[src/design/efo_pkg.sv]
package efo_pkg;
    localparam int unsigned CLK_HZ = 40_000_000;
    localparam int unsigned TICK_MS = 1;
    localparam int unsigned MS_TICK_CYCLES = CLK_HZ / 1000 * TICK_MS;
    localparam int unsigned FORCE_TIMEOUT_MIN = 5;
    localparam int unsigned FORCE_TIMEOUT_MS = FORCE_TIMEOUT_MIN * 60 * 1000;
    localparam logic [15:0] PEAK_LEN_MS = 16'h0001;
    localparam logic [15:0] PEAK_STEP_MS = 16'h0014;
    // Per-unit values are unsigned 8.8 fixed point
    localparam logic [15:0] NOMINAL_PU = 16'h0100;
    localparam logic [15:0] RES_LIMIT = 16'h0a00;
    localparam logic [15:0] PHASE_LIMIT = 16'h3200;
    localparam logic [7:0] REG_CTRL = 8'h00;
    localparam logic [7:0] REG_IRQ_STATUS = 8'h04;
    localparam logic [7:0] REG_IRQ_MASK = 8'h08;
    localparam logic [7:0] REG_STATE = 8'h0c;
    localparam logic [7:0] REG_CNT_CLEAR = 8'h10;
    // Stage blocks at 0x80 + stage * 0x20, word index within the block
    localparam logic [2:0] SREG_PICKUP_G0 = 3'h0;
    localparam logic [2:0] SREG_PICKUP_G1 = 3'h1;
    localparam logic [2:0] SREG_DELAY_G0 = 3'h2;
    localparam logic [2:0] SREG_DELAY_G1 = 3'h3;
    localparam logic [2:0] SREG_CFG = 3'h4;
    localparam logic [2:0] SREG_COUNTS = 3'h5;
    localparam logic [2:0] SREG_PRIMARY = 3'h6;
    localparam logic [2:0] SREG_CT_RATING = 3'h7;
    localparam int unsigned CTRL_FORCE_BIT = 0;
    localparam int unsigned CTRL_GROUP_BIT = 1;
    localparam int unsigned CTRL_SRC_LSB = 2;
    localparam int unsigned CTRL_FSTART_LSB = 8;
    localparam int unsigned CTRL_FTRIP_LSB = 12;
    localparam logic [15:0] PICKUP_RESET = 16'h0100;
    localparam logic [15:0] DELAY_RESET = 16'h0064;
    localparam logic [15:0] CT_RESET = 16'h0001;
    typedef enum logic [2:0] {SRC_A, SRC_B, SRC_CALC, SRC_A_PEAK, SRC_B_PEAK} efo_input_e;
    typedef enum logic [2:0] {GSRC_NONE, GSRC_DI, GSRC_VI, GSRC_LED, GSRC_VO} efo_gsrc_e;
endpackage

[src/design/efo_stage_top.sv]
`timescale 1ns/1ps
module efo_stage_top #(
    parameter int unsigned NUM_STAGES = 4,
    parameter int unsigned MS_TICK_CYCLES = efo_pkg::MS_TICK_CYCLES,
    parameter int unsigned FORCE_TIMEOUT_MS = efo_pkg::FORCE_TIMEOUT_MS
) (
    input wire logic clk_i,
    input wire logic rst_i,
    input wire logic hsel_i,
    input wire logic [31:0] haddr_i,
    input wire logic [1:0] htrans_i,
    input wire logic hwrite_i,
    input wire logic [2:0] hsize_i,
    input wire logic [31:0] hwdata_i,
    input wire logic hready_i,
    output logic hreadyout_o,
    output logic hresp_o,
    output logic [31:0] hrdata_o,
    input wire logic [15:0] residual_input_a_i,
    input wire logic [15:0] residual_input_b_i,
    input wire logic [15:0] summed_phase_residual_i,
    input wire logic [15:0] peak_input_a_i,
    input wire logic [15:0] peak_input_b_i,
    input wire logic group_di_i,
    input wire logic group_vi_i,
    input wire logic group_led_i,
    input wire logic group_vo_i,
    output logic [NUM_STAGES-1:0] start_o,
    output logic [NUM_STAGES-1:0] trip_o,
    output logic active_group_o,
    output logic force_o,
    output logic irq_o
);
    logic [15:0] pickup [NUM_STAGES][2];
    logic [15:0] delay [NUM_STAGES][2];
    logic [2:0] input_sel [NUM_STAGES];
    logic inverse_en [NUM_STAGES];
    logic [15:0] intermit [NUM_STAGES];
    logic [15:0] ct_rating [NUM_STAGES];
    logic [15:0] acc [NUM_STAGES], idle [NUM_STAGES];
    logic [15:0] start_event_count [NUM_STAGES], trip_event_count [NUM_STAGES];
    logic [NUM_STAGES-1:0] peak_hold, over, start_q, trip_q, start_d, trip_d;
    logic [15:0] meas [NUM_STAGES], step [NUM_STAGES];
    logic [31:0] ctrl;
    logic [7:0] irq_status;
    logic [7:0] irq_mask;
    logic [NUM_STAGES-1:0] cnt_clear;
    logic [31:0] tick_cnt;
    logic ms_tick;
    logic [31:0] force_cnt;
    logic active_group;
    logic force_flag;
    logic wr_pend;
    logic [7:0] wr_addr;
    logic wr_en;
    logic [7:0] events;

    function automatic logic [15:0] clamp(input logic [15:0] v, input logic [15:0] lim);
        clamp = (v > lim) ? lim : v;
    endfunction

    // Step doubles with each doubling of the pick-up multiple up to 16, so the delay shrinks
    function automatic logic [15:0] inv_step(input logic [15:0] m, input logic [15:0] pu);
        inv_step = 16'h0001;
        for (int k = 1; k <= 4; k++)
        begin
            if ({4'h0, m} >= ({4'h0, pu} << k))
                inv_step = 16'h0001 << k;
        end
    endfunction
    function automatic logic [15:0] sat_add(input logic [15:0] a, input logic [15:0] b);
        logic [16:0] s;
        s = {1'b0, a} + {1'b0, b};
        sat_add = s[16] ? 16'hffff : s[15:0];
    endfunction

    assign hreadyout_o = 1'b1;
    assign hresp_o = 1'b0;
    assign start_o = start_q;
    assign trip_o = trip_q;
    assign active_group_o = active_group;
    assign force_o = force_flag;
    assign irq_o = |(irq_status & irq_mask);
    assign wr_en = wr_pend;

    always_ff @(posedge clk_i)
    begin
        tick_cnt <= (rst_i || ms_tick) ? 32'h0 : tick_cnt + 32'h1;
    end
    assign ms_tick = (tick_cnt == MS_TICK_CYCLES - 1);

    // Group source picks the active set
    always_comb
    begin
        case (efo_pkg::efo_gsrc_e'(ctrl[efo_pkg::CTRL_SRC_LSB +: 3]))
            efo_pkg::GSRC_DI: active_group = group_di_i;
            efo_pkg::GSRC_VI: active_group = group_vi_i;
            efo_pkg::GSRC_LED: active_group = group_led_i;
            efo_pkg::GSRC_VO: active_group = group_vo_i;
            default: active_group = ctrl[efo_pkg::CTRL_GROUP_BIT];
        endcase
    end
    assign force_flag = ctrl[efo_pkg::CTRL_FORCE_BIT];

    always_comb
    begin
        for (int i = 0; i < NUM_STAGES; i++)
        begin
            // Inputs are already fundamental magnitudes from the filter
            case (efo_pkg::efo_input_e'(input_sel[i]))
                efo_pkg::SRC_A: meas[i] = clamp(residual_input_a_i, efo_pkg::RES_LIMIT);
                efo_pkg::SRC_B: meas[i] = clamp(residual_input_b_i, efo_pkg::RES_LIMIT);
                efo_pkg::SRC_CALC: meas[i] = clamp(summed_phase_residual_i,
                    efo_pkg::PHASE_LIMIT);
                efo_pkg::SRC_A_PEAK: meas[i] = peak_input_a_i;
                efo_pkg::SRC_B_PEAK: meas[i] = peak_input_b_i;
                default: meas[i] = residual_input_a_i;
            endcase
            if (input_sel[i] == efo_pkg::SRC_A_PEAK || input_sel[i] == efo_pkg::SRC_B_PEAK)
            begin
                over[i] = peak_hold[i];
                step[i] = efo_pkg::PEAK_STEP_MS;
            end
            else
            begin
                over[i] = meas[i] > pickup[i][active_group];
                // Inverse only on stage zero
                step[i] = (i == 0 && inverse_en[i]) ?
                    inv_step(meas[i], pickup[i][active_group]) : efo_pkg::TICK_MS[15:0];
            end
            start_d[i] = force_flag ? ctrl[efo_pkg::CTRL_FSTART_LSB + i] : over[i];
            trip_d[i] = force_flag ? ctrl[efo_pkg::CTRL_FTRIP_LSB + i]
                : (acc[i] > delay[i][active_group]);
        end
    end

    // A peak in the tick cycle carries into the next window instead of being lost
    always_ff @(posedge clk_i)
    begin
        for (int i = 0; i < NUM_STAGES; i++)
        begin
            peak_hold[i] <= !rst_i && ((peak_hold[i] && !ms_tick)
                || meas[i] > pickup[i][active_group]);
        end
    end

    // Delay accumulation with intermittent hold
    always_ff @(posedge clk_i)
    begin
        for (int i = 0; i < NUM_STAGES; i++)
        begin
            if (rst_i)
            begin
                acc[i] <= 16'h0;
                idle[i] <= 16'h0;
            end
            else if (ms_tick)
            begin
                if (over[i])
                begin
                    acc[i] <= sat_add(acc[i], step[i]);
                    idle[i] <= 16'h0;
                end
                else if (acc[i] != 16'h0)
                begin
                    if (sat_add(idle[i], 16'h0001) >= intermit[i])
                    begin
                        acc[i] <= 16'h0;
                        idle[i] <= 16'h0;
                    end
                    else
                        idle[i] <= idle[i] + 16'h1;
                end
            end
        end
    end

    always_ff @(posedge clk_i)
    begin
        start_q <= rst_i ? '0 : start_d;
        trip_q <= rst_i ? '0 : trip_d;
    end

    always_ff @(posedge clk_i)
    begin
        for (int i = 0; i < NUM_STAGES; i++)
        begin
            if (rst_i || cnt_clear[i])
            begin
                start_event_count[i] <= 16'h0;
                trip_event_count[i] <= 16'h0;
            end
            else
            begin
                if (start_d[i] && !start_q[i])
                    start_event_count[i] <= start_event_count[i] + 16'h1;
                if (trip_d[i] && !trip_q[i])
                    trip_event_count[i] <= trip_event_count[i] + 16'h1;
            end
        end
    end

    assign events = {8'(trip_d & ~trip_q) << 4} | 8'(start_d & ~start_q);

    // AHB-Lite: writes land in the data phase, reads are registered
    always_ff @(posedge clk_i)
    begin
        if (rst_i)
        begin
            wr_pend <= 1'b0;
            wr_addr <= 8'h0;
            hrdata_o <= 32'h0;
        end
        else if (hready_i)
        begin
            wr_pend <= hsel_i && htrans_i[1] && hwrite_i;
            wr_addr <= haddr_i[7:0];
            if (hsel_i && htrans_i[1] && !hwrite_i)
                hrdata_o <= read_mux(haddr_i[7:0]);
        end
    end

    function automatic logic [31:0] read_mux(input logic [7:0] a);
        logic [1:0] s;
        logic [31:0] prim;
        s = a[6:5];
        prim = 32'(pickup[s][active_group]) * 32'(ct_rating[s]);
        read_mux = 32'h0;
        if (a[7])
        begin
            case (a[4:2])
                efo_pkg::SREG_PICKUP_G0: read_mux = {16'h0, pickup[s][0]};
                efo_pkg::SREG_PICKUP_G1: read_mux = {16'h0, pickup[s][1]};
                efo_pkg::SREG_DELAY_G0: read_mux = {16'h0, delay[s][0]};
                efo_pkg::SREG_DELAY_G1: read_mux = {16'h0, delay[s][1]};
                efo_pkg::SREG_CFG: read_mux = {intermit[s], 12'h0, inverse_en[s], input_sel[s]};
                efo_pkg::SREG_COUNTS: read_mux = {trip_event_count[s], start_event_count[s]};
                efo_pkg::SREG_PRIMARY: read_mux = {8'h0, prim[31:8]};
                default: read_mux = {16'h0, ct_rating[s]};
            endcase
        end
        else
        begin
            case (a)
                efo_pkg::REG_CTRL: read_mux = ctrl;
                efo_pkg::REG_IRQ_STATUS: read_mux = {24'h0, irq_status};
                efo_pkg::REG_IRQ_MASK: read_mux = {24'h0, irq_mask};
                efo_pkg::REG_STATE: read_mux = {22'h0, force_flag, active_group,
                    trip_q, start_q};
                default: read_mux = 32'h0;
            endcase
        end
    endfunction

    always_ff @(posedge clk_i)
    begin
        for (int i = 0; i < NUM_STAGES; i++)
        begin
            if (rst_i)
            begin
                pickup[i][0] <= efo_pkg::PICKUP_RESET;
                pickup[i][1] <= efo_pkg::PICKUP_RESET;
                delay[i][0] <= efo_pkg::DELAY_RESET;
                delay[i][1] <= efo_pkg::DELAY_RESET;
                input_sel[i] <= 3'h0;
                inverse_en[i] <= 1'b0;
                intermit[i] <= 16'h0;
                ct_rating[i] <= efo_pkg::CT_RESET;
            end
            else if (wr_en && wr_addr[7] && wr_addr[6:5] == 2'(i))
            begin
                case (wr_addr[4:2])
                    efo_pkg::SREG_PICKUP_G0: pickup[i][0] <= hwdata_i[15:0];
                    efo_pkg::SREG_PICKUP_G1: pickup[i][1] <= hwdata_i[15:0];
                    efo_pkg::SREG_DELAY_G0: delay[i][0] <= hwdata_i[15:0];
                    efo_pkg::SREG_DELAY_G1: delay[i][1] <= hwdata_i[15:0];
                    efo_pkg::SREG_CFG:
                    begin
                        input_sel[i] <= hwdata_i[2:0];
                        inverse_en[i] <= (i == 0) && hwdata_i[3];
                        intermit[i] <= hwdata_i[31:16];
                    end
                    efo_pkg::SREG_CT_RATING: ct_rating[i] <= hwdata_i[15:0];
                    default: ;
                endcase
            end
        end
    end

    // Force flag drops after its timeout
    always_ff @(posedge clk_i)
    begin
        if (rst_i)
        begin
            ctrl <= 32'h0;
            force_cnt <= 32'h0;
        end
        else if (wr_en && wr_addr == efo_pkg::REG_CTRL)
        begin
            ctrl <= {16'h0, hwdata_i[15:8], 3'h0, hwdata_i[4:0]};
            force_cnt <= 32'h0;
        end
        else if (force_flag && ms_tick)
        begin
            if (force_cnt == FORCE_TIMEOUT_MS - 1)
            begin
                ctrl[efo_pkg::CTRL_FORCE_BIT] <= 1'b0;
                force_cnt <= 32'h0;
            end
            else
                force_cnt <= force_cnt + 32'h1;
        end
    end

    // Set wins over the write-one clear
    always_ff @(posedge clk_i)
    begin
        if (rst_i)
        begin
            irq_status <= 8'h0;
            irq_mask <= 8'h0;
            cnt_clear <= '0;
        end
        else
        begin
            if (wr_en && wr_addr == efo_pkg::REG_IRQ_STATUS)
                irq_status <= (irq_status & ~hwdata_i[7:0]) | events;
            else
                irq_status <= irq_status | events;
            if (wr_en && wr_addr == efo_pkg::REG_IRQ_MASK)
                irq_mask <= hwdata_i[7:0];
            cnt_clear <= (wr_en && wr_addr == efo_pkg::REG_CNT_CLEAR) ?
                hwdata_i[NUM_STAGES-1:0] : '0;
        end
    end

    a_start_level: assert property (@(posedge clk_i) disable iff (rst_i)
        (!force_flag && input_sel[0] == 3'h0 && meas[0] > pickup[0][active_group])
        |=> start_o[0]) else $error("start not raised above pick-up");
    a_trip_delay: assert property (@(posedge clk_i) disable iff (rst_i)
        (!force_o && !$past(force_o) && trip_o[0])
        |-> $past(acc[0]) > $past(delay[0][active_group]))
        else $error("trip before delay elapsed");
    a_peak_step: assert property (@(posedge clk_i) disable iff (rst_i)
        (ms_tick && peak_hold[0] && input_sel[0] == 3'h3 && acc[0] < 16'hff00)
        |=> acc[0] == $past(acc[0]) + 16'h0014) else $error("peak step not 20 ms");
    a_intermit_hold: assert property (@(posedge clk_i) disable iff (rst_i)
        (ms_tick && !over[0] && idle[0] + 16'h1 < intermit[0])
        |=> acc[0] == $past(acc[0])) else $error("delay count lost early");
    a_intermit_clear: assert property (@(posedge clk_i) disable iff (rst_i)
        (ms_tick && !over[0] && acc[0] != 16'h0 && idle[0] + 16'h1 >= intermit[0]
        && idle[0] != 16'hffff) |=> acc[0] == 16'h0) else $error("delay count not cleared");
    a_definite_only: assert property (@(posedge clk_i) disable iff (rst_i)
        (ms_tick && over[1] && input_sel[1] < 3'h3 && acc[1] != 16'hffff)
        |=> acc[1] == $past(acc[1]) + 16'h1) else $error("stage one not definite time");
    a_force_expire: assert property (@(posedge clk_i) disable iff (rst_i)
        (force_flag && ms_tick && force_cnt == FORCE_TIMEOUT_MS - 1 && !wr_en)
        |=> !force_o) else $error("force flag did not time out");
    a_start_count: assert property (@(posedge clk_i) disable iff (rst_i)
        (start_d[0] && !start_q[0] && !cnt_clear[0])
        |=> start_event_count[0] == $past(start_event_count[0]) + 16'h1)
        else $error("start counter missed");
    a_group_manual: assert property (@(posedge clk_i) disable iff (rst_i)
        ctrl[4:2] == 3'h0 |-> active_group_o == ctrl[1]) else $error("manual group ignored");
    a_irq_level: assert property (@(posedge clk_i) disable iff (rst_i)
        $rose(|events) |=> ##[0:1] (irq_status != 8'h0)) else $error("event not latched");
endmodule

[config.mk]
export PLATFORM = sky130hd
export DESIGN_NAME = efo_stage_top
export DESIGN_NICKNAME = d
export VERILOG_FILES = /design/src/design/efo_pkg.sv /design/src/design/efo_stage_top.sv
export SDC_FILE = /design/constraint.sdc
export NUM_CORES = 2
export LEC_CHECK = 0
export BUFFER_PORTS_ARGS = -buffer_cell sky130_fd_sc_hd__clkbuf_2
export CELL_PAD_IN_SITES_DETAIL_PLACEMENT = 1
export CELL_PAD_IN_SITES_GLOBAL_PLACEMENT = 1
export CORE_UTILIZATION = 38
export CTS_CLUSTER_DIAMETER = 100
export CTS_CLUSTER_SIZE = 40
export DETAILED_ROUTE_END_ITERATION = 12
export GPL_ROUTABILITY_DRIVEN = 0
export PLACE_DENSITY_LB_ADDON = 0.15
export SLEW_MARGIN = 20
export SYNTH_ARGS = -nofsm -noshare
export SYNTH_HDL_FRONTEND = slang
export SYNTH_SLANG_ARGS = --single-unit
[constraint.sdc]
create_clock -name clk_i -period 11.7 [get_ports clk_i]
set_clock_uncertainty 0.05 [all_clocks]
set_input_delay 2.34 -clock clk_i [delete_from_list [all_inputs] [get_ports clk_i]]
set_output_delay 2.34 -clock clk_i [all_outputs]
set_load 0.005 [all_outputs]
==> flow_metrics.env <==
export IMPL_status="finished, final reports clean"
export IMPL_yosysMostFrequentCell="edfxtp_1"
export IMPL_clk_latency_ns=0.71
export IMPL_synth_edf_count=653
export IMPL_area_growth_pct=7.921
export IMPL_grt_use_total_pct=27.00
export IMPL_nets=6710
export IMPL_clk_pin_slew_ns=0.11
export IMPL_synthArstFlopShare_pct=0
export IMPL_met2_wirelength_mm=99.33
export IMPL_finalCritPeriodShare_pct=83.48
export IMPL_r2r_end="hrdata_o[10]"
export IMPL_yosys_warnings=0
export IMPL_met1_length_mm=94.02
export IMPL_wl_per_cell_um=26.44
export IMPL_arrival_ns=10.24
export IMPL_drtIter0Drc=3990
export IMPL_regArea_sq_um=22610
export IMPL_cp_startpoint="haddr_i[5]"
export IMPL_dp_final_hpwl_mm=160.7
export IMPL_crit_required_ns=12.17
export IMPL_root_buffer="clkbuf_16"
export IMPL_reg2reg_from="ctrl[3]"
export IMPL_path_class="in -> reg"
export IMPL_drive_above_1_share_pct=9.451
export IMPL_start_util_pct=38.26
export IMPL_grt_overflow=0
export IMPL_drv_cap=0
export IMPL_synth_adder_area_share_pct=14.63
export IMPL_cp_max_fo=60
export IMPL_grt_start_max_net_pins=82
export IMPL_r2r_cells=25
export IMPL_whs_path_depth=2
export IMPL_place_inst=7984
export IMPL_drt_total_wl_mm=213.0
export IMPL_finalCriticalPeriod_ns=9.767
export IMPL_fill_cells=17360
export IMPL_setup_viol=0
export IMPL_top_layer="met5"
export IMPL_crit_path_end_kind="flip-flop"
export IMPL_synth_simple_area_share_pct=19.18
export IMPL_rrSetupSlack_ns=3.02
export IMPL_syn_avg_cell_area_sq_um=9.842
export IMPL_synth_area_sq_um=58870
export IMPL_final_cells=8058
export IMPL_hold_start="peak_hold[2]"
export IMPL_synth_compound_area_share_pct=10.33
export IMPL_vias_per_cell=5.790
export IMPL_htree_levels=2
export IMPL_synth_area_leaders="edfxtp_1, ha_1, fa_1"
export IMPL_die_x_um=395.6
export IMPL_power_density_nw_per_um2=142.9
export IMPL_yosys_area_top_type="edfxtp_1"
export IMPL_worstSetupStartpointType="input port"
export IMPL_vias=46660
export IMPL_grt_pass1_vias=48060
export IMPL_clockBufferDepth=3
export IMPL_hp_class="reg -> reg"
export IMPL_cts_made_buffers=38
export IMPL_cts_hold_buffers=0
export IMPL_max_freq_mhz=102.4
export IMPL_synth_cell_type_count=83
export IMPL_first_pass_iters=5
export IMPL_rsz0062_at_grt="false"
export IMPL_ir_drop_v=0.0002195
export IMPL_fin_setup_tns_ns=0
export IMPL_drv_slew=0
export IMPL_boundaryPins=203
export IMPL_dieArea_sq_um=156500
export IMPL_clock_sinks=803
export IMPL_slew_headroom_pct=23.94
export IMPL_postCtsSetupBuffers=0
export IMPL_synth_xor_area_share_pct=4.299
export IMPL_synth_commonest_cells="edfxtp_1, nand2_1, nor2_1"
export IMPL_whs_endpoint="peak_hold[2]"
export IMPL_io_buffers=172
export IMPL_die_h_um=395.6
export IMPL_yosys_register_bits=803
export IMPL_wl_met3_mm=12.07
export IMPL_total_leakage_power_nw=25.79
export IMPL_ys_seq_area_share_pct=38.41
export IMPL_syn_inst=5982
export IMPL_synth_area_mux_share_pct=8.567
export IMPL_synth_top_area_share_pct=33.31
export IMPL_ctsResizeCount=0
export IMPL_synth_ff_type="edfxtp_1"
export IMPL_worst_pin_slew_ns=1.137
export IMPL_cts_tree="yes"
export IMPL_ant_nets=0
export IMPL_synth_top_family_by_area="simple AND/OR/NAND/NOR gates"
export IMPL_multiInputGateArea_sq_um=33730
export IMPL_drc_errors=0
export IMPL_grt_pass1_wl_mm=318.6
export IMPL_num_rows=144
export IMPL_hold_violations=0
export IMPL_antenna_found_initial=16
export IMPL_core_sq_um=153900
export IMPL_syn_nets=6712
[routing by layer]
metal  GRT usage [%]  vias up
met4           8.632       18
li1                -    21140
met5               0        -
met2           43.82     1270
met1           37.52    23970
met3           3.115      257
[cells by family (layout without fill, tap and decap cells)]
| kind of cell | after synthesis | count (layout) |
|---|---|---|
| flops | 803 | 803 |
| buf+inv | 709 | 737 |
| xor+xnor | 289 | 289 |
| mux | 338 | 338 |
| fa+ha+maj | 572 | 572 |
| other cells | 2 | 6 |
| compound gates | 962 | 962 |
| simple gates | 2307 | 2307 |
[cells in the final DEF, fill, tap and decap left out, types with 107 or more instances in the layout]
master    instances
edfxtp_1        653
nand2_1         623
nor2_1          539
and2_1          415
inv_1           380
ha_1            378
a21oi_1         297
fa_1            194
mux2i_1         181
xor2_1          174
clkbuf_2        169
nand3_1         161
o21ai_0         153
dfxtp_1         150
mux4_2          130
xnor2_1         115
buf_4           107
[worst max path at each step]
| stage | endpoint | slack [ns] | depth (start not counted) |
|---|---|---|---|
| global placement | hrdata_o[16] | 1.33 | 25 |
| CTS | hrdata_o[12] | 1.95 | 25 |
| global route | hrdata_o[23] | 1.65 | 24 |
| floorplan | hrdata_o[20] | 1.88 | 28 |
| detailed placement | hrdata_o[12] | 1.28 | 25 |
| finish | hrdata_o[10] | 1.93 | 25 |
[state kept, by name, indices dropped and copies added (netlist names), 8 cells and up]
register / count
hrdata_o: 32
start_event_count: 64
tick_cnt: 32
pickup: 128
ctrl: 13
irq_mask: 8
acc: 64
idle: 64
delay: 128
wr_addr: 8
input_sel: 12
ct_rating: 64
force_cnt: 32
trip_event_count: 64
intermit: 64
irq_status: 8
[metrics by stage]
stage | worst slack (ns) | util (%) | total power [mW] | area, sq um | hold WS (ns)
3_5_place_dp | 1.277 | 40.32 | 7.229 | 62040 | 0.4091
2_1_floorplan | 1.885 | - | 5.895 | 58870 | 0.3761
4_1_cts | 1.953 | 41.27 | 9.110 | 63500 | 0.4225
6_report | 1.933 | 41.29 | 9.080 | 63540 | 0.4170
5_1_grt | 1.645 | 41.29 | 9.620 | 63530 | 0.4423
3_3_place_gp | 1.332 | 40.30 | 7.178 | 62020 | 0.3938
[power breakdown]
part	internal (mW)	leakage, nW	switching (mW)	total (mW)
Sequential	3.22	7.85	0.145	3.36
Clock	0.704	0.695	1.16	1.87
Combinational	1.36	17.2	2.49	3.85
Total	5.28	25.8	3.80	9.08
[worst max-delay path: stages]
cell and delay (ns):
clkbuf_8 0.52, mux4_2 0.65, mux2_2 0.52, nor2b_1 0.24, fa_1 0.51, inv_1 0.06
fa_1 0.49, fa_1 0.52, inv_1 0.05, fa_1 0.49, fa_1 0.57, inv_1 0.06
fa_1 0.53, inv_1 0.04, ha_1 0.38, a21o_1 0.19, a21o_1 0.17, a21o_1 0.18
a21o_1 0.19, a21o_1 0.17, a31oi_1 0.30, xor2_1 0.37, o221ai_1 0.21, a221oi_1 0.28
nor3_1 0.09
[cell type report]
class                   count  area share [%]
multi-input cells        4470           53.08
repair buffers            280           2.698
diodes                      4         0.01575
clock buffers              43           1.560
inverters                 387           2.286
clock inverters            27          0.7444
flip-flops and latches    803           35.59
well taps                2044           4.025
Power figures use the tool's default switching activity.
